==> src/shared/uart_aux_consts.svh <==
// constants for the uart auxiliary channel logic
`ifndef UART_AUX_CONSTS_SVH
`define UART_AUX_CONSTS_SVH
`define DATA_W         8
`define FIFO_DEPTH     32
`define CNT_W          7
`define SMALL_DEPTH    7'd16
`define LARGE_DEPTH    7'd64
`define BIT_TICKS      4'd15
`define IR_PULSE_TICKS 4'd3
`define FRAME_BITS     4'd10
`define FIFO_LOG2      5
`endif

==> src/shared/uart_aux_pkg.sv <==
// types for the uart auxiliary channel logic
package uart_aux_pkg;
  typedef enum logic [3:0] {
    TX_IDLE  = 4'b0001,
    TX_SHIFT = 4'b0010,
    TX_STOP  = 4'b0100,
    TX_GAP   = 4'b1000
  } tx_state_e;
  typedef enum logic [2:0] {
    SRC_NONE  = 3'b001,
    SRC_PAUSE = 3'b010,
    SRC_RESUME = 3'b100
  } ctl_src_e;
endpackage

==> src/design/uart_aux_channel.sv <==
// one uart channel: soft flow control, sleep, loopback, dma, infrared
//
// Contract
// RULE1: 16-deep: pause at trigger 1/4/8/14, resume at 0/1/4/8, irq at trigger
// RULE2: 64-deep: pause at trigger 8/16/56/60, resume at 0/8/16/56, irq at trigger; the 32-entry fifo never reaches 56/60
// RULE3: special detect on: match second pause char, store it, flag special
// RULE4: compare characters at programmed length 5..8, lsb at bit 0
// RULE5: sleep only if enabled, no irq, divisor nonzero, no modem change, rx high
// RULE6: wake on rx falling edge, transmit write, or modem input change
// RULE7: re-sleep only after irqs clear; modem status read clears changes
// RULE8: loopback routes transmit shifter output into receive shifter
// RULE9: loopback: output mark, rts/dtr off, modem inputs ignored, auto flow off
// RULE10: outside keeps receive input high during loopback
// RULE11: status: tx buffer empty, shifter empty, rx data ready
// RULE12: single dma mode: each request stands for one character
// RULE13: block mode: rx request at trigger, drops only when rx empty
// RULE14: 16-deep block mode: tx request at empty, drop at full
// RULE15: 64-deep block mode: tx request when space exceeds threshold
// RULE16: dma keeps writing while tx request stands, stops at full
// RULE17: infrared mode: serial output idles low
// RULE18: infrared: 3/16-bit high pulse for each zero bit
// RULE19: infrared: each received pulse (active low) decodes as zero
// RULE20: driver waits four characters before shutting transmitter down
// RULE21: pause chars stop tx after frame, resume char restarts; not stored
// RULE22: auto send pause pair at upper trigger, resume pair at lower
// RULE23: infrared off: plain framing idling high, rx sampled undecoded
`timescale 1ns/1ps
`include "uart_aux_consts.svh"
module uart_aux_channel (
  input  wire logic        clk,
  input  wire logic        rst,
  input  wire logic        tick16,
  input  wire logic        deep_variant,
  input  wire logic [1:0]  rx_trigger_sel,
  input  wire logic [1:0]  tx_threshold_sel,
  input  wire logic        dma_block_mode,
  input  wire logic        sw_flow_en,
  input  wire logic        special_detect_en,
  input  wire logic [1:0]  char_len_sel,
  input  wire logic        loopback_en,
  input  wire logic        infrared_en,
  input  wire logic        sleep_en,
  input  wire logic        irq_pending,
  input  wire logic        divisor_nonzero,
  input  wire logic [7:0]  first_pause_char,
  input  wire logic [7:0]  second_pause_char,
  input  wire logic [7:0]  first_resume_char,
  input  wire logic [7:0]  second_resume_char,
  input  wire logic [7:0]  rts_dtr_req,
  input  wire logic [3:0]  modem_in,
  input  wire logic        modem_status_read,
  input  wire logic        tx_wr,
  input  wire logic [7:0]  tx_wdata,
  output logic             tx_wr_ready,
  input  wire logic        rx_rd,
  output logic [7:0]       rx_rdata,
  input  wire logic        rx_char_valid,
  input  wire logic [7:0]  rx_char,
  input  wire logic        serial_in_pin,
  output logic             rx_line,
  output logic             serial_out_pin,
  output logic [1:0]       rts_dtr_out,
  output logic             auto_flow_allowed,
  output logic [3:0]       modem_change,
  output logic             asleep,
  output logic             rx_dma_request,
  output logic             tx_dma_request,
  output logic             rx_trigger_irq,
  output logic             special_char_flag,
  output logic             tx_paused,
  output logic [2:0]       line_status
);
  typedef struct packed {
    uart_aux_pkg::tx_state_e tx_st;
    uart_aux_pkg::ctl_src_e  ctl;
    logic [3:0]  tick;
    logic [3:0]  bitn;
    logic [9:0]  shift;
    logic        ctl_second;
    logic        pause_sent;
    logic        paused;
    logic        got_first;
    logic        special;
    logic        rx_dma;
    logic        tx_dma;
    logic        asleep;
    logic        wake_hold;
    logic [3:0]  mchg;
    logic [3:0]  m_prev;
    logic [1:0]  rx_s;
    logic [7:0]  m_s;
    logic        rx_prev;
    logic        out;
  } chan_s;
  chan_s st_reg;
  chan_s st_next;

  logic [7:0]  rx_masked;
  logic        rx_store;
  logic [7:0]  fifo_in;
  logic        tx_out_valid;
  logic [7:0]  tx_out_data;
  logic        tx_pop;
  logic [5:0]  tx_cnt;
  logic        rx_in_ready;
  logic        rx_out_valid;
  logic [5:0]  rx_cnt;
  logic [6:0]  trig;
  logic [6:0]  resume_lvl;
  logic [6:0]  tx_space;
  logic [6:0]  tx_thresh;
  logic        rx_clean;
  logic [3:0]  modem_eff;

  function automatic logic [7:0] len_mask(input logic [1:0] sel);
    len_mask = 8'hff >> (2'd3 - sel);
  endfunction

  function automatic logic char_eq(input logic [7:0] a, input logic [7:0] b,
                                   input logic [1:0] sel);
    char_eq = ((a ^ b) & len_mask(sel)) == 8'h00;
  endfunction

  // rx capacity is the local fifo; deep variant thresholds still compared
  sync_fifo #(.WIDTH(`DATA_W), .DEPTH(`FIFO_DEPTH), .AW(`FIFO_LOG2)) rx_fifo (
    .clk       (clk),
    .rst       (rst),
    .in_data   (fifo_in),
    .in_valid  (rx_store),
    .in_ready  (rx_in_ready),
    .out_data  (rx_rdata),
    .out_valid (rx_out_valid),
    .out_ready (rx_rd),
    .count     (rx_cnt)
  );

  sync_fifo #(.WIDTH(`DATA_W), .DEPTH(`FIFO_DEPTH), .AW(`FIFO_LOG2)) tx_fifo (
    .clk       (clk),
    .rst       (rst),
    .in_data   (tx_wdata),
    .in_valid  (tx_wr),
    .in_ready  (tx_wr_ready),
    .out_data  (tx_out_data),
    .out_valid (tx_out_valid),
    .out_ready (tx_pop),
    .count     (tx_cnt)
  );

  assign rx_masked = rx_char & len_mask(char_len_sel); // RULE4
  // flow characters are dropped, special characters kept as data
  assign rx_store  = rx_char_valid && !(sw_flow_en &&
                     (char_eq(rx_char, first_pause_char, char_len_sel) ||
                      char_eq(rx_char, second_pause_char, char_len_sel) ||
                      char_eq(rx_char, first_resume_char, char_len_sel) ||
                      char_eq(rx_char, second_resume_char, char_len_sel)))
                     || (rx_char_valid && special_detect_en &&
                     char_eq(rx_char, second_pause_char, char_len_sel)); // RULE21
  assign fifo_in   = rx_masked;

  always_comb
  begin
    // RULE1 RULE2
    if (deep_variant)
    begin
      case (rx_trigger_sel)
        2'd0:    begin trig = 7'd8;  resume_lvl = 7'd0;  end
        2'd1:    begin trig = 7'd16; resume_lvl = 7'd8;  end
        2'd2:    begin trig = 7'd56; resume_lvl = 7'd16; end
        default: begin trig = 7'd60; resume_lvl = 7'd56; end
      endcase
    end
    else
    begin
      case (rx_trigger_sel)
        2'd0:    begin trig = 7'd1;  resume_lvl = 7'd0; end
        2'd1:    begin trig = 7'd4;  resume_lvl = 7'd1; end
        2'd2:    begin trig = 7'd8;  resume_lvl = 7'd4; end
        default: begin trig = 7'd14; resume_lvl = 7'd8; end
      endcase
    end
  end

  // space counted against the physical buffer, not the variant's depth
  assign tx_space  = 7'(`FIFO_DEPTH) - 7'(tx_cnt);
  assign tx_thresh = {1'b0, tx_threshold_sel, 4'h0} >> (deep_variant ? 0 : 1);
  // active-low pulse already reads as a zero, so no inversion in either mode
  assign rx_clean  = st_reg.rx_s[1]; // RULE19 RULE23
  assign rx_line   = loopback_en ? st_reg.out : rx_clean; // RULE8
  assign modem_eff = loopback_en ? 4'h0 : st_reg.m_s[7:4]; // RULE9
  assign tx_pop    = (st_reg.tx_st == uart_aux_pkg::TX_IDLE) && tick16 &&
                     tx_out_valid && !st_reg.paused &&
                     (st_reg.ctl == uart_aux_pkg::SRC_NONE) && !st_reg.asleep;

  always_comb
  begin
    st_next = st_reg;
    st_next.rx_s = {st_reg.rx_s[0], serial_in_pin};
    st_next.m_s  = {st_reg.m_s[3:0], modem_in};
    st_next.rx_prev = rx_clean;
    st_next.m_prev  = modem_eff;
    // modem change set wins over a same-cycle status read
    st_next.mchg = (modem_status_read ? 4'h0 : st_reg.mchg) |
                   (modem_eff ^ st_reg.m_prev); // RULE7
    // flow control receive side
    if (rx_char_valid && sw_flow_en)
    begin
      if (char_eq(rx_char, first_pause_char, char_len_sel))
        st_next.got_first = 1'b1;
      else if (st_reg.got_first &&
               char_eq(rx_char, second_pause_char, char_len_sel))
        st_next.paused = 1'b1; // RULE21
      else
        st_next.got_first = 1'b0;
      if (char_eq(rx_char, first_resume_char, char_len_sel) ||
          char_eq(rx_char, second_resume_char, char_len_sel))
        st_next.paused = 1'b0; // RULE21
    end
    if (rx_char_valid && special_detect_en &&
        char_eq(rx_char, second_pause_char, char_len_sel))
      st_next.special = 1'b1; // RULE3
    else if (rx_rd && rx_cnt == 6'd1)
      st_next.special = 1'b0;
    // auto pause / resume queueing
    if (sw_flow_en && st_reg.ctl == uart_aux_pkg::SRC_NONE)
    begin
      if (!st_reg.pause_sent && 7'(rx_cnt) >= trig)
      begin
        st_next.ctl = uart_aux_pkg::SRC_PAUSE; // RULE22
        st_next.pause_sent = 1'b1;
      end
      else if (st_reg.pause_sent && 7'(rx_cnt) <= resume_lvl)
      begin
        st_next.ctl = uart_aux_pkg::SRC_RESUME; // RULE22
        st_next.pause_sent = 1'b0;
      end
    end
    // dma requests
    if (dma_block_mode)
    begin
      if (7'(rx_cnt) >= trig)
        st_next.rx_dma = 1'b1; // RULE13
      else if (rx_cnt == 6'd0)
        st_next.rx_dma = 1'b0;
      if ((deep_variant && tx_space > tx_thresh) || tx_cnt == 6'd0)
        st_next.tx_dma = 1'b1; // RULE14 RULE15
      else if (!tx_wr_ready)
        st_next.tx_dma = 1'b0; // RULE16
    end
    else
    begin
      st_next.rx_dma = rx_out_valid && !rx_rd; // RULE12
      st_next.tx_dma = (tx_cnt == 6'd0) && !tx_wr; // RULE12
    end
    // sleep
    if (st_reg.asleep)
    begin
      if ((st_reg.rx_prev && !rx_clean) || tx_wr || (st_reg.mchg != 4'h0) ||
          !sleep_en)
      begin
        st_next.asleep = 1'b0; // RULE6
        st_next.wake_hold = sleep_en;
      end
    end
    else if (st_reg.wake_hold)
    begin
      if (irq_pending)
        st_next.wake_hold = 1'b0; // RULE7
      else if (!sleep_en)
        st_next.wake_hold = 1'b0;
    end
    else if (sleep_en && !irq_pending && divisor_nonzero &&
             st_reg.mchg == 4'h0 && rx_clean &&
             st_reg.tx_st == uart_aux_pkg::TX_IDLE && !tx_out_valid)
      st_next.asleep = 1'b1; // RULE5
    // transmitter, one bit per 16 ticks
    if (tick16)
    begin
      case (st_reg.tx_st)
        uart_aux_pkg::TX_IDLE:
        begin
          st_next.out = 1'b1;
          if (st_reg.ctl != uart_aux_pkg::SRC_NONE)
          begin
            st_next.shift = {1'b1, st_reg.ctl == uart_aux_pkg::SRC_PAUSE ?
              (st_reg.ctl_second ? second_pause_char : first_pause_char) :
              (st_reg.ctl_second ? second_resume_char : first_resume_char),
              1'b0} & {1'b1, len_mask(char_len_sel), 1'b1}; // RULE22
            if (st_reg.ctl_second)
              st_next.ctl = uart_aux_pkg::SRC_NONE;
            st_next.ctl_second = !st_reg.ctl_second;
            st_next.tx_st = uart_aux_pkg::TX_SHIFT;
          end
          else if (tx_pop)
          begin
            st_next.shift = {1'b1, tx_out_data & len_mask(char_len_sel), 1'b0};
            st_next.tx_st = uart_aux_pkg::TX_SHIFT;
          end
          st_next.tick = 4'h0;
          st_next.bitn = 4'h0;
        end
        uart_aux_pkg::TX_SHIFT:
        begin
          st_next.out  = st_reg.shift[0];
          st_next.tick = st_reg.tick + 4'h1;
          if (st_reg.tick == `BIT_TICKS)
          begin
            st_next.shift = {1'b1, st_reg.shift[9:1]};
            st_next.bitn  = st_reg.bitn + 4'h1;
            if (st_reg.bitn == 4'd5 + 4'(char_len_sel))
              st_next.tx_st = uart_aux_pkg::TX_STOP;
          end
        end
        uart_aux_pkg::TX_STOP:
        begin
          st_next.out  = 1'b1;
          st_next.tick = st_reg.tick + 4'h1;
          if (st_reg.tick == `BIT_TICKS)
            st_next.tx_st = uart_aux_pkg::TX_IDLE; // RULE21
        end
        default: st_next.tx_st = uart_aux_pkg::TX_IDLE;
      endcase
    end
  end

  always_ff @(posedge clk)
  begin
    if (rst)
    begin
      st_reg <= '0;
      st_reg.tx_st <= uart_aux_pkg::TX_IDLE;
      st_reg.ctl   <= uart_aux_pkg::SRC_NONE;
      st_reg.out   <= 1'b1;
      st_reg.rx_s  <= 2'b11;
    end
    else
      st_reg <= st_next;
  end

  // output pin: infrared pulse in the first 3 ticks of each zero bit
  always_comb
  begin
    if (loopback_en)
      serial_out_pin = !infrared_en; // RULE9
    else if (infrared_en)
      // a bit shows on out from tick 1 on, so pulse in ticks 1..3
      serial_out_pin = !st_reg.out &&
                       ((st_reg.tick - 4'h1) < `IR_PULSE_TICKS); // RULE17 RULE18
    else
      serial_out_pin = st_reg.out; // RULE23
  end

  assign rts_dtr_out       = loopback_en ? 2'b00 : rts_dtr_req[1:0]; // RULE9
  assign auto_flow_allowed = !loopback_en; // RULE9
  assign modem_change      = st_reg.mchg;
  assign asleep            = st_reg.asleep;
  assign rx_dma_request    = st_reg.rx_dma;
  assign tx_dma_request    = st_reg.tx_dma;
  assign rx_trigger_irq    = 7'(rx_cnt) >= trig; // RULE1 RULE2
  assign special_char_flag = st_reg.special;
  assign tx_paused         = st_reg.paused;
  assign line_status = {st_reg.tx_st == uart_aux_pkg::TX_IDLE && !tx_out_valid,
                        !tx_out_valid, rx_out_valid}; // RULE11

  AST_SLEEP_GATE: assert property (@(posedge clk) disable iff (rst)
    $rose(st_reg.asleep) |-> $past(sleep_en) && $past(!irq_pending)) // RULE5
    else $error("sleep entered without conditions");
  AST_WAKE_TX: assert property (@(posedge clk) disable iff (rst)
    st_reg.asleep && tx_wr |=> !st_reg.asleep) // RULE6
    else $error("write did not wake channel");
  AST_LOOP_MARK: assert property (@(posedge clk) disable iff (rst)
    loopback_en && !infrared_en |-> serial_out_pin && rts_dtr_out == 2'b00) // RULE9
    else $error("loopback output not mark");
  AST_LOOP_PATH: assert property (@(posedge clk) disable iff (rst)
    loopback_en |-> rx_line == st_reg.out) // RULE8
    else $error("loopback path broken");
  AST_IR_IDLE: assert property (@(posedge clk) disable iff (rst)
    infrared_en && !loopback_en && st_reg.out |-> !serial_out_pin) // RULE17
    else $error("infrared output not idle low");
  AST_RX_DMA_HOLD: assert property (@(posedge clk) disable iff (rst)
    dma_block_mode && $past(dma_block_mode) && $fell(st_reg.rx_dma)
    |-> $past(rx_cnt) == 6'd0) // RULE13
    else $error("rx request dropped while data left");
  AST_TX_DMA_FULL: assert property (@(posedge clk) disable iff (rst)
    dma_block_mode && $past(dma_block_mode) && $fell(st_reg.tx_dma)
    |-> $past(!tx_wr_ready)) // RULE14
    else $error("tx request dropped before full");
  AST_STATUS: assert property (@(posedge clk) disable iff (rst)
    line_status[0] == (rx_cnt != 6'd0)) // RULE11
    else $error("rx ready status wrong");
endmodule

==> src/design/sync_fifo.sv <==
// parameterised synchronous fifo with valid/ready on both sides
`timescale 1ns/1ps
module sync_fifo #(
  parameter int WIDTH = 8,
  parameter int DEPTH = 32,
  parameter int AW    = 5
) (
  input  wire logic             clk,
  input  wire logic             rst,
  input  wire logic [WIDTH-1:0] in_data,
  input  wire logic             in_valid,
  output logic                  in_ready,
  output logic [WIDTH-1:0]      out_data,
  output logic                  out_valid,
  input  wire logic             out_ready,
  output logic [AW:0]           count
);
  typedef struct packed {
    logic [AW-1:0] wp;
    logic [AW-1:0] rp;
    logic [AW:0]   cnt;
  } fifo_s;
  fifo_s st_reg;
  fifo_s st_next;
  logic [WIDTH-1:0] mem [DEPTH];
  logic push;
  logic pop;
  assign in_ready  = (st_reg.cnt != (AW+1)'(DEPTH));
  assign out_valid = (st_reg.cnt != '0);
  assign out_data  = mem[st_reg.rp];
  assign count     = st_reg.cnt;
  assign push      = in_valid && in_ready;
  assign pop       = out_valid && out_ready;
  always_comb
  begin
    st_next = st_reg;
    if (push)
      st_next.wp = st_reg.wp + 1'b1;
    if (pop)
      st_next.rp = st_reg.rp + 1'b1;
    st_next.cnt = st_reg.cnt + (AW+1)'(push) - (AW+1)'(pop);
  end
  always_ff @(posedge clk)
  begin
    if (rst)
      st_reg <= '0;
    else
      st_reg <= st_next;
    if (push)
      mem[st_reg.wp] <= in_data;
  end
endmodule

==> config.mk <==
export PLATFORM = sky130hd
export DESIGN_NAME = uart_aux_channel
export DESIGN_NICKNAME = d
export VERILOG_FILES = /design/src/shared/uart_aux_pkg.sv /design/src/design/uart_aux_channel.sv /design/src/design/sync_fifo.sv
export VERILOG_INCLUDE_DIRS = /design/src /design/src/shared
export SDC_FILE = /design/constraint.sdc
export NUM_CORES = 1
export LEC_CHECK = 0
export ABC_AREA = 1
export BUFFER_PORTS_ARGS = -buffer_cell sky130_fd_sc_hd__buf_2
export CORE_ASPECT_RATIO = 1.5
export CORE_MARGIN = 10
export CORE_UTILIZATION = 55
export CTS_CLUSTER_SIZE = 16
export DETAILED_ROUTE_END_ITERATION = 6
export PLACE_DENSITY = 0.8
export SETUP_SLACK_MARGIN = 0.05
export SYNTH_ARGS = -nofsm -noshare
export SYNTH_HDL_FRONTEND = slang
export SYNTH_SLANG_ARGS = --single-unit
==> constraint.sdc <==
create_clock -name clk -period 3.65 [get_ports clk]
set_clock_uncertainty 0.1 [all_clocks]
set_input_delay 0.73 -clock clk [delete_from_list [all_inputs] [get_ports clk]]
set_output_delay 0.73 -clock clk [all_outputs]
set_load 0.005 [all_outputs]
-- After elaboration in Yosys (flattened, before gate mapping)
Memories as Yosys holds them, arrays and structs flattened. A register that Yosys moved wholly into a read port is not among the register bits.
Cells that the tools add are included.
- register bits: 86
- memory bits (writable): 512
- input bits: 83
- output and inout bits: 27
- word-level logic and storage cells: 231
- memories kept: 2
- $add $sub $neg: 14
- magnitude comparators: 4
- equality and inequality tests: 22
- shift operators: 2
- mux-type cells: 66
- bitwise logic cells: 13
- reduce and logical (&&, ||, !) cells: 82
- memory list (memory ; words ; bits a word ; rd ports ; clocked after Yosys merged registers in ; wr ports ; line ; source):
    rx_fifo.mem ; 32 ; 8 ; 1 ; 1 ; 1 ; sync_fifo.sv:25 ; logic [WIDTH-1:0] mem [DEPTH];
    tx_fifo.mem ; 32 ; 8 ; 1 ; 1 ; 1 ; sync_fifo.sv:25 ;
- operators with widths (cell ; count):
    $and 8x8->8 ; 6
    $pmux 4 s3 ; 3
    $pmux 6 s3 ; 2
    $logic_not 8->1 ; 4
    $xor 8x8->8 ; 4
    $logic_and 1x1->1 ; 31
    $mux 1 ; 28
    $mux 4 ; 7
    $pmux 14 s2 ; 1
    $mux 8 ; 3
    $mux 22 ; 1
    $add 5x1->5 const B ; 4
    $mux 10 ; 2
    $mux 5 ; 4
    $mux 3 ; 6
    $logic_not 1->1 ; 14
    $mux 14 ; 1
    $mux 7 ; 2
    $add 6x1->6 ; 2
    $logic_not 6->1 ; 2
    $ne 6x6->1 const B ; 2
    $reduce_bool 2->1 ; 6
    $reduce_bool 6->1 ; 2
    $sub 6x1->6 ; 2
    other kinds (40) ; 64

-- Depth between registers and ports, before layout
Gate-level depths: netlist of run 1.
- depth after elaboration: 14
- gate-level depth with buffers: 22
- gate-level depth less buffers: 22

-- Hierarchy
Synthesis of run 1 repeated with hierarchy kept, for this count alone.
- cell total of the unflattened synthesis: 2706
- area total of the unflattened synthesis: 27158.5 µm²
- modules (own cells, without submodules) (module ; instances ; cells each ; area each (µm²) ; seq. area each (µm²)):
    sync_fifo at rx_fifo ; 1 ; 1037 ; 11661.2 ; 8107.8
    sync_fifo at tx_fifo ; 1 ; 1037 ; 11657.4 ; 8107.8
    uart_aux_channel ; 1 ; 632 ; 3839.9 ; 1061.0

-- Least setup slack after synthesis of run 1
Ideal clock, no wire load.
- kind: input port to flip-flop
- from: input port char_len_sel[0]
- to: register rx_fifo.st_reg, in the netlist rx_fifo.count[4]
- library setup time: 0.070 ns
- arrival time: 2.855 ns
- data required time: 3.480 ns
- slack: 0.626 ns
- cell stages on the path: 22
- buffers on the path: 0
- cells stage by stage: inv_1 > ha_1 > inv_1 > nand3_1 > nand2_1 > nor2_1 > nand2_1 > nand2_1 > o21ai_1 > nand2_1 > nand2_2 > nand2_4 > inv_6 > ha_1 > fa_1 > nand2_1 > inv_1 > nor2_1 > nor2_1 > nor2_1 > o21ai_0 > a21oi_1
- word-level cells in the longest chain between the ends: 14
- elaborated cells on any way between the ends: 21
- classes of those cells: 3 x add/sub; 1 x shift; 4 x bitwise; 13 x reduce/logical
- RTL lines (item ; line ; source):
    start, declared ; uart_aux_channel.sv:39 ; input wire logic [1:0] char_len_sel,
    $sub 2x2->2 * ; uart_aux_channel.sv:116 ; len_mask = 8'hff >> (2'd3 - sel);
    $shr 8x2->8 * ; uart_aux_channel.sv:116 ;
    $and 8x8->8 ; uart_aux_channel.sv:121 ; char_eq = ((a ^ b) & len_mask(sel)) == 8'h00;
    $logic_not 8->1 ; uart_aux_channel.sv:121 ;
    $logic_or 1x1->1 ; uart_aux_channel.sv:152 ; (char_eq(rx_char, first_pause_char, char_len_sel) ||
    $logic_or 1x1->1 ; uart_aux_channel.sv:153 ; char_eq(rx_char, second_pause_char, char_len_sel) ||
    $logic_or 1x1->1 ; uart_aux_channel.sv:154 ; char_eq(rx_char, first_resume_char, char_len_sel) ||
    $logic_and 1x1->1 ; uart_aux_channel.sv:151 ; assign rx_store = rx_char_valid && !(sw_flow_en &&
    $logic_not 1->1 ; uart_aux_channel.sv:151 ;
    $logic_and 1x1->1 ; uart_aux_channel.sv:151 ;
    $logic_or 1x1->1 * ; uart_aux_channel.sv:156 ; || (rx_char_valid && special_detect_en &&
    $logic_and 1x1->1 * ; sync_fifo.sv:32 ; assign push = in_valid && in_ready;
    via rx_fifo.push ; sync_fifo.sv:26 ; logic push;
    $add 6x1->6 * ; sync_fifo.sv:41 ; st_next.cnt = st_reg.cnt + (AW+1)'(push) - (AW+1)'(pop);
    $sub 6x1->6 * ; sync_fifo.sv:41 ;
    end signal, assigned ; sync_fifo.sv:48 ; st_reg <= st_next;
    end, declared ; sync_fifo.sv:23 ; fifo_s st_reg;
The timed path passes the listed nets; every way through them passes the cells marked *.
A chain may end at the register's enable or synchronous reset.

==> results of run 1 <==
==> per-stage QoR <==
stage               std cells  hold WS (ns)  total power, µW  utilization (%)
finish                   3162        0.2298            18560            62.40
global route             3158        0.2163            19490            62.38
CTS                      3154        0.2140            18500            62.24
detailed placement       3053        0.2993            13060            58.59
global placement         3053        0.2910            12800            58.59
floorplan                2419        0.2883            11530                -
==> where the power goes <==
part           internal, µW  total, µW  leakage [µW]  switching [µW]
sequential             7800       8030       0.00540             228
clock                  3000       5480      0.000844            2480
combinational          1620       5050       0.00466            3430
total                 12400      18600        0.0109            6140
==> final cells by class <==
class | instances | area, µm² | area share [%]
tap | 594 | 743.2 | 2.542
timing repair buffer | 176 | 1185 | 4.053
sequential | 607 | 17290 | 59.13
antenna | 6 | 15.01 | 0.05136
multi-input combinational | 1542 | 7777 | 26.61
clock buffer | 67 | 1463 | 5.003
clock inverter | 34 | 246.5 | 0.8432
inverter | 136 | 516.7 | 1.768
==> layer usage <==
layer,vias up,share of wire (%),track usage [%]
met1,8989,35,24.97
li1,8731,-,-
met3,228,7.0,3.152
met4,2,5.7,12.95
met2,844,53,41.03
met5,-,0.021,0
==> timing repair <==
item / 4_1_cts / 5_1_grt
setup endpoints to repair: 0 / 2
buffers inserted: 0 / 0
gates resized for setup: 0 / 2
==> cell families (layout without fill, tap and decap cells) <==
| family | count (synthesis) | after routing | synth area share [%] |
|---|---|---|---|
| xor gates and xnor gates | 29 | 29 | 0.9709 |
| buffers and inverters | 270 | 413 | 4.242 |
| and+or+nand+nor | 1031 | 1031 | 16.50 |
| AOI/OAI and AO/OA | 427 | 427 | 9.575 |
| other | 0 | 6 | 0 |
| adders and majority gates | 54 | 54 | 2.640 |
| muxes | 1 | 1 | 0.03826 |
| DFF | 607 | 607 | 66.04 |
==> cell usage after synthesis, drive strengths merged (4+ instances only) <==
cell type,number,share of area (%)
xor2,11,0.37
xnor2,18,0.60
a32oi,7,0.23
inv,134,1.9
nand2,426,6.3
o22ai,37,0.88
nor3,16,0.41
a211oi,4,0.13
o211ai,10,0.29
nor2,346,5.0
a22o,4,0.13
clkbuf,83,1.2
dfxtp,95,7.3
a21oi,59,1.1
o221ai,53,1.8
nand4,10,0.24
o21ai,233,4.5
edfxtp,512,59
ha,52,2.5
nand3,224,4.3
buf,51,1.1
a31oi,11,0.26
o21bai,4,0.11
==> worst min path at each step <==
stage / start / endpoint / slack, ns / cells after the start
after floorplan: st_next[6] / st_reg[6] / 0.29 / 2
after global placement: st_next[9] / st_reg[9] / 0.29 / 2
after detailed placement: st_next[7] / st_reg[7] / 0.30 / 2
after CTS: serial_in_pin / st_next[11] / 0.21 / 2
after global routing: serial_in_pin / st_next[11] / 0.22 / 2
final: serial_in_pin / st_next[11] / 0.23 / 2
==> worst max-delay path: cells and delay by family (launching register included) <==
family                 cells  cell delay (ns)
AOI/OAI and AO/OA          4             0.79
buffers and inverters      4             0.82
DFF                        1             0.38
and+or+nand+nor            2             0.10
==> results.json, run 1 <==
{
  "io_buffers": 103,
  "fin_crit_sh_pct": 96.39,
  "die-height_um": 287.1,
  "timing_hold_violations_final": 0,
  "first_global_vias": 18724,
  "detailedRoute.firstIterationViolations": 1463,
  "dp_hpwl_mm": 43.85,
  "syn-cell-area_um2": 26160,
  "synth.distinct_cells": 49,
  "routed-via-count": 18794,
  "fp.coreArea_um2": 46850,
  "floorplan.die_area_um2": 56870,
  "layout.filler_cells": 3527,
  "detailed_place.area_um2": 27450,
  "slew_viol_final": 0,
  "cap_viol_max_count": 0,
  "run_status": "finished with violations",
  "crit_end": "rx_rdata[5]",
  "worst_path_largest_cell_delay_ns": 0.38,
  "gr-total-overflow": 0,
  "critical_path_arrival_ns": 2.69,
  "power_density_nw_per_um2": 635.0,
  "critPathKind": "flip-flop to primary output",
  "crit_chain": "inv_2 > buf_6 > nor2_1 > o22ai_1 > o21ai_0 > o21ai_0 > buf_4 > nor2_1 > a31oi_1 > buf_2",
  "r2r.worst_path.cells": 16,
  "reg2reg_to": "rx_fifo.count[4]",
  "tritoncts": "yes",
  "avgRoutedWirePerCell_um": 20.95,
  "clkSlewWorstSetupHoldPaths_ns": 0.06,
  "tightest_slew_ns": 1.077,
  "setup_viol": 0,
  "clk_path_buf_depth": 3,
  "tritoncts_sink_count": 607,
  "rows": 97,
  "syn_inst": 2419,
  "vdd_ir_drop_max_mv": 0.5464,
  "final_wirelength_mm": 66.24,
  "layout_common_cells": "sky130_fd_sc_hd__edfxtp_1, sky130_fd_sc_hd__nand2_1, sky130_fd_sc_hd__nor2_1",
  "fraction_of_layout_instances_using_a_drive_strength_above_1_pct": 11.48,
  "timing.final.crit_period_ns": 3.518,
  "critical_path_start_type": "flip-flop",
  "placement.setup.worst_slack_ns": 0.08423,
  "leakagePower_uw": 0.01091,
  "cts_root_buf": "sky130_fd_sc_hd__clkbuf_16",
  "yosysSeqAreaShare_pct": 66.04,
  "cts_h_tree_lvls": 2,
  "rel_slew_slack_pct": 28.11,
  "fin_area_um2": 29230,
  "detailed_route_vias_per_instance": 5.944,
  "postSynthAreaPerCell_um2": 10.81,
  "layout-area-overhead-vs-synth_pct": 11.74,
  "grt_start_max_net_pins": 129,
  "setup_ws_ns": 0.1317,
  "remaining_drc_errors": 1,
  "syn_nets": 2556,
  "failed_checks": "design-rule violations",
  "hold_path.class": "primary input to flip-flop",
  "gp_congestion": 0.9511,
  "rr_startpoint": "rx_fifo.count[4]",
  "antenna_found_initial": 6,
  "initial_core_util_pct": 55.84,
  "clock_insertion_delay_worst_skew_ns": 0.60,
  "final_common_cell": "sky130_fd_sc_hd__edfxtp_1",
  "die_x_um": 198.1,
  "maxClockFrequency_mhz": 284.2,
  "cpMaxStageDelayCell": "sky130_fd_sc_hd__dfxtp_4",
  "tritoncts.num_buffers": 54,
  "synth_enable_flop_cells": 512,
  "sum_neg_setup_slack_ns": 0,
  "grt_pass1_wl_mm": 101.2,
  "r2r_slack_ns": 0.69,
  "path_max_fanout": 17,
  "crit_required_ns": 2.82,
  "postSynthRegisterBits": 607,
  "ys_dominant_reg_cell": "sky130_fd_sc_hd__edfxtp_1",
  "synth-warning-count": 0,
  "rsz_0062_raised_after_global_routing": "false",
  "design.portCount": 110,
  "firstDrtPassIters": 7,
  "async_flop_share_pct": 0,
  "groute.usage.overall_pct": 22.70,
  "design.final.nets": 2654,
  "cts-hold-fix-buffers": 0,
  "critical_path.endpoint_type": "primary output",
  "ant_nets": 0
}
Note: power is estimated with default switching activity, not from simulation.
==> inputs of run 2 (changes only) <==
Settings changed: MAX_ROUTING_LAYER set to met4.
Clock period 3.65 ns to 3.7 ns, I/O delays scaled along.
==> results.json, run 2 (synthesized netlist as in run 1, its figures left out) <==
{
  "run_status": "finished clean",
  "cts_root_buf": "sky130_fd_sc_hd__clkbuf_16",
  "timing.final.crit_period_ns": 3.501,
  "cts-hold-fix-buffers": 0,
  "tritoncts.num_buffers": 53,
  "clock_insertion_delay_worst_skew_ns": 0.58,
  "fin_hold_ws_ns": 0.2511,
  "design.final.nets": 2650,
  "post_cts.resized_instances": 0,
  "sum_neg_setup_slack_ns": 0,
  "rows": 97,
  "firstDrtPassIters": 6,
  "tightest_slew_ns": 1.096,
  "gr-total-overflow": 0,
  "hold_path.class": "primary input to flip-flop",
  "routed-via-count": 18772,
  "die-height_um": 287.1,
  "remaining_drc_errors": 0,
  "avgRoutedWirePerCell_um": 20.77,
  "critical_path_arrival_ns": 2.66,
  "design.portCount": 110,
  "slew_viol_final": 0,
  "cts_h_tree_lvls": 2,
  "final_wirelength_mm": 65.65,
  "critical_path_start_type": "flip-flop",
  "fraction_of_layout_instances_using_a_drive_strength_above_1_pct": 11.15,
  "clkSlewWorstSetupHoldPaths_ns": 0.06,
  "detailed_route_vias_per_instance": 5.941,
  "detailedRoute.firstIterationViolations": 1736,
  "fin_crit_sh_pct": 94.61,
  "layout-area-overhead-vs-synth_pct": 11.49,
  "final_common_cell": "sky130_fd_sc_hd__edfxtp_1",
  "grt_start_max_net_pins": 83,
  "dp.cells": 3052,
  "cap_viol_max_count": 0,
  "fp.coreArea_um2": 46850,
  "clk_path_buf_depth": 3,
  "maxClockFrequency_mhz": 285.7,
  "io_buffers": 103,
  "tritoncts_sink_count": 607,
  "antenna_found_initial": 6,
  "critical_path.endpoint_type": "primary output",
  "timing_hold_violations_final": 0,
  "first_global_vias": 18707,
  "power_density_nw_per_um2": 624.8,
  "ant_nets": 0,
  "gp_congestion": 0.9390,
  "grt_pass1_wl_mm": 100.7,
  "rel_slew_slack_pct": 26.83,
  "critPathKind": "flip-flop to primary output",
  "fin_area_um2": 29170,
  "final_non_filler_cell_total": 3160,
  "setup_viol": 0,
  "tritoncts": "yes",
  "path_max_fanout": 30,
  "layout_common_cells": "sky130_fd_sc_hd__edfxtp_1, sky130_fd_sc_hd__nand2_1, sky130_fd_sc_hd__nor2_1",
  "leakagePower_uw": 0.01085,
  "dp_hpwl_mm": 43.92,
  "die_x_um": 198.1,
  "floorplan.die_area_um2": 56870,
  "detailed_place.area_um2": 27440,
  "cts_setup_buffers": 0,
  "initial_core_util_pct": 55.84,
  "crit_required_ns": 2.86,
  "groute.usage.overall_pct": 23.23,
  "vdd_ir_drop_max_mv": 0.5765,
  "rsz_0062_raised_after_global_routing": "false"
}
==> run 2: critical path: stages (launching register included) <==
cell	delay (ns)
sky130_fd_sc_hd__dfxtp_4	0.51
sky130_fd_sc_hd__buf_4	0.35
sky130_fd_sc_hd__o21ai_0	0.15
sky130_fd_sc_hd__o22ai_1	0.17
sky130_fd_sc_hd__o21ai_0	0.17
sky130_fd_sc_hd__o21ai_0	0.21
sky130_fd_sc_hd__buf_4	0.16
sky130_fd_sc_hd__nor2_1	0.04
sky130_fd_sc_hd__a31oi_1	0.18
sky130_fd_sc_hd__buf_2	0.15
==> run 2: where the power goes <==
group	internal (µW)	total [µW]	switching, µW
Combinational	1570	4910	3340
Sequential	7700	7930	229
Clock	3010	5390	2380
Total	12300	18200	5950
==> run 2: layout make-up <==
class / instances / area (µm²)
fill: 3535 / 17680
inverter: 136 / 516.7
clock inverter: 32 / 242.7
timing repair buffer: 173 / 1116
tap: 594 / 743.2
multi-input combinational: 1542 / 7777
sequential: 607 / 17290
clock buffer: 67 / 1461
antenna: 9 / 22.52
==> run 2: per-layer routing <==
layer,wire [µm],up-vias,global-route usage (%),share of wire (%)
met2,34790,874,41.36,53
li1,-,8720,-,-
met5,0,-,-,0
met1,22600,8966,24.46,34
met4,3444,0,12.47,5.2
met3,4820,212,3.152,7.3
==> run 2: metrics by stage <==
step	setup WS [ns]	utilization, %	power (µW)
after floorplan	0.6657	-	11380
after global placement	0.1406	58.57	12620
after detailed placement	0.08201	58.57	12860
after CTS	0.2201	62.21	18210
after global routing	0.05862	62.23	19090
final	0.1993	62.26	18220
==> run 2: worst paths after layout <==
check | start | endpoint | slack (ns) | depth (start not counted)
hold / removal | serial_in_pin | st_next[11] | 0.25 | 2
hold reg to reg | st_next[7] | st_reg[7] | 0.31 | 2
setup / recovery | flip-flop | rx_rdata[5] | 0.20 | 9
setup reg to reg | rx_fifo.count[3] | rx_fifo.count[4] | 0.70 | 16
==> inputs of run 3 (changes only) <==
--- a/config.mk
+++ b/config.mk
@@ -9,11 +9,13 @@
 export ABC_AREA = 1
 export BUFFER_PORTS_ARGS = -buffer_cell sky130_fd_sc_hd__buf_2
+export CELL_PAD_IN_SITES_DETAIL_PLACEMENT = 1
+export CELL_PAD_IN_SITES_GLOBAL_PLACEMENT = 1
 export CORE_ASPECT_RATIO = 1.5
 export CORE_MARGIN = 10
-export CORE_UTILIZATION = 55
+export CORE_UTILIZATION = 50
 export CTS_CLUSTER_SIZE = 16
 export DETAILED_ROUTE_END_ITERATION = 6
 export MAX_ROUTING_LAYER = met4
-export PLACE_DENSITY = 0.8
+export PLACE_DENSITY = 0.88
 export SETUP_SLACK_MARGIN = 0.05
 export SYNTH_ARGS = -nofsm -noshare
==> constraint.sdc (replaced) <==
create_clock -name clk -period 3.7 [get_ports clk]
set_clock_uncertainty 0.1 [all_clocks]
set_input_delay 0.74 -clock clk [delete_from_list [all_inputs] [get_ports clk]]
set_output_delay 0.74 -clock clk [all_outputs]
set_load 0.02 [all_outputs]
==> results.json, run 3 (synthesized netlist as in run 1, its figures left out) <==
{
  "io_buffers": 103,
  "critical_path_arrival_ns": 2.75,
  "setup_viol": 0,
  "fin_crit_sh_pct": 96.95,
  "rel_slew_slack_pct": 10.16,
  "maxClockFrequency_mhz": 278.8,
  "detailed_route_vias_per_instance": 6.005,
  "internal-power_uw": 12340,
  "fp.coreArea_um2": 51690,
  "tritoncts.num_buffers": 56,
  "crit_chain": "inv_2 > buf_12 > o21ai_0 > o22ai_1 > o21ai_0 > o21ai_0 > nor2_1 > a31oi_1 > buf_2",
  "setup_ws_ns": 0.1128,
  "first_global_vias": 21466,
  "design.final.nets": 2659,
  "clk_path_buf_depth": 3,
  "remaining_drc_errors": 0,
  "tritoncts_sink_count": 607,
  "cpMaxStageDelayCell": "sky130_fd_sc_hd__dfxtp_4",
  "initial_core_util_pct": 50.61,
  "rr_startpoint": "rx_fifo.count[2]",
  "fin_area_um2": 29360,
  "critical_path_start_type": "flip-flop",
  "grt_pass1_wl_mm": 123.7,
  "power.switching_uw": 6564,
  "avgRoutedWirePerCell_um": 25.09,
  "critPathKind": "flip-flop to primary output",
  "routed-via-count": 19497,
  "crit_required_ns": 2.86,
  "leakagePower_uw": 0.01092,
  "fraction_of_layout_instances_using_a_drive_strength_above_1_pct": 11.68,
  "power.sequential.fraction_pct": 42.1,
  "final_common_cell": "sky130_fd_sc_hd__edfxtp_1",
  "final_non_filler_cell_total": 3247,
  "detailed_place.area_um2": 27560,
  "gr-total-overflow": 0,
  "clock_insertion_delay_worst_skew_ns": 0.63,
  "cts_root_buf": "sky130_fd_sc_hd__clkbuf_16",
  "cts_h_tree_lvls": 2,
  "antenna_found_initial": 5,
  "die-height_um": 300.2,
  "final_wirelength_mm": 81.46,
  "detailedRoute.firstIterationViolations": 1308,
  "firstDrtPassIters": 7,
  "layout_common_cells": "sky130_fd_sc_hd__edfxtp_1, sky130_fd_sc_hd__nand2_1, sky130_fd_sc_hd__nor2_1",
  "groute.usage.overall_pct": 26.81,
  "power.share.clock_pct": 29.8,
  "rows": 102,
  "dp_hpwl_mm": 53.55,
  "dp.cells": 3138,
  "path_max_fanout": 68,
  "vdd_ir_drop_max_mv": 0.6529,
  "power_density_nw_per_um2": 643.8,
  "run_status": "finished clean",
  "slew_viol_final": 0,
  "power.share.switching_pct": 34.73,
  "clkSlewWorstSetupHoldPaths_ns": 0.06,
  "cap_viol_max_count": 0,
  "floorplan.die_area_um2": 62060,
  "rsz_0062_raised_after_global_routing": "true",
  "cpLargestDelayFamily": "compound AO/OA/AOI/OAI gates",
  "tritoncts": "yes",
  "design.portCount": 110,
  "gp_congestion": 0.9060,
  "grt_start_max_net_pins": 69,
  "timing.final.crit_period_ns": 3.587,
  "timing.critical_path.mode_cell": "sky130_fd_sc_hd__o21ai_0",
  "ant_nets": 0,
  "critical_path.endpoint_type": "primary output",
  "sum_neg_setup_slack_ns": 0,
  "cp_num_buf_inv": 3,
  "layout-area-overhead-vs-synth_pct": 12.22,
  "hold_path.class": "primary input to flip-flop",
  "die_x_um": 206.8,
  "hp-start": "serial_in_pin",
  "worst_path_largest_cell_delay_ns": 0.42,
  "placement.setup.worst_slack_ns": -0.02739,
  "timing_hold_violations_final": 0,
  "power.share.combinational_pct": 28.0,
  "cts-hold-fix-buffers": 0,
  "design_power_total_uw": 18900,
  "tightest_slew_ns": 1.346
}
-- run 3: power groups by stage --
stage | clock network, µW | logic [µW] | registers (µW)
6_report | 5640 | 5300 | 7960
4_1_cts | 5680 | 5230 | 7970
5_1_grt | 5950 | 5850 | 8000
3_5_place_dp | 0 | 5070 | 8120
2_1_floorplan | 0 | 3510 | 7970
3_3_place_gp | 0 | 4640 | 8080
-- run 3: path summary, 6_finish.rpt --
check	end	slack, ns	cells past startpoint
worst min-delay path	st_next[11]	0.21	2
worst min register to register	st_reg[7]	0.32	2
worst max-delay path	rx_rdata[5]	0.11	9
worst max register to register	rx_fifo.count[4]	0.64	16
-- run 3: repair_timing --
item / 4_1_cts / 5_1_grt
setup buffers: 1 / 1
gates resized for setup: 2 / 2
setup endpoints to repair: 6 / 4
-- run 3: layer usage --
layer / track usage [%] / routed length, µm / vias up
li1: - / - / 8724
met1: 26.70 / 28050 / 9779
met2: 49.01 / 44770 / 701
met3: 3.219 / 3528 / 293
met4: 15.55 / 5107 / 0
met5: - / 0 / -
-- run 3: cell type report --
type / instances / area [µm²]
well taps: 676 / 845.8
clock inverters: 34 / 264.0
diodes: 3 / 7.507
multi-input cells: 1542 / 7784
clock buffers: 70 / 1484
flip-flops and latches: 607 / 17290
fillers: 5482 / 22330
inverters: 136 / 516.7
repair buffers: 179 / 1167
-- run 3: stage by stage --
stage               hold slack, ns  utilization [%]
finish                      0.2123            56.80
detailed placement          0.3057            53.32
CTS                         0.1820            56.74
global placement            0.2927            53.32
global route                0.2042            56.80
floorplan                   0.2883                -
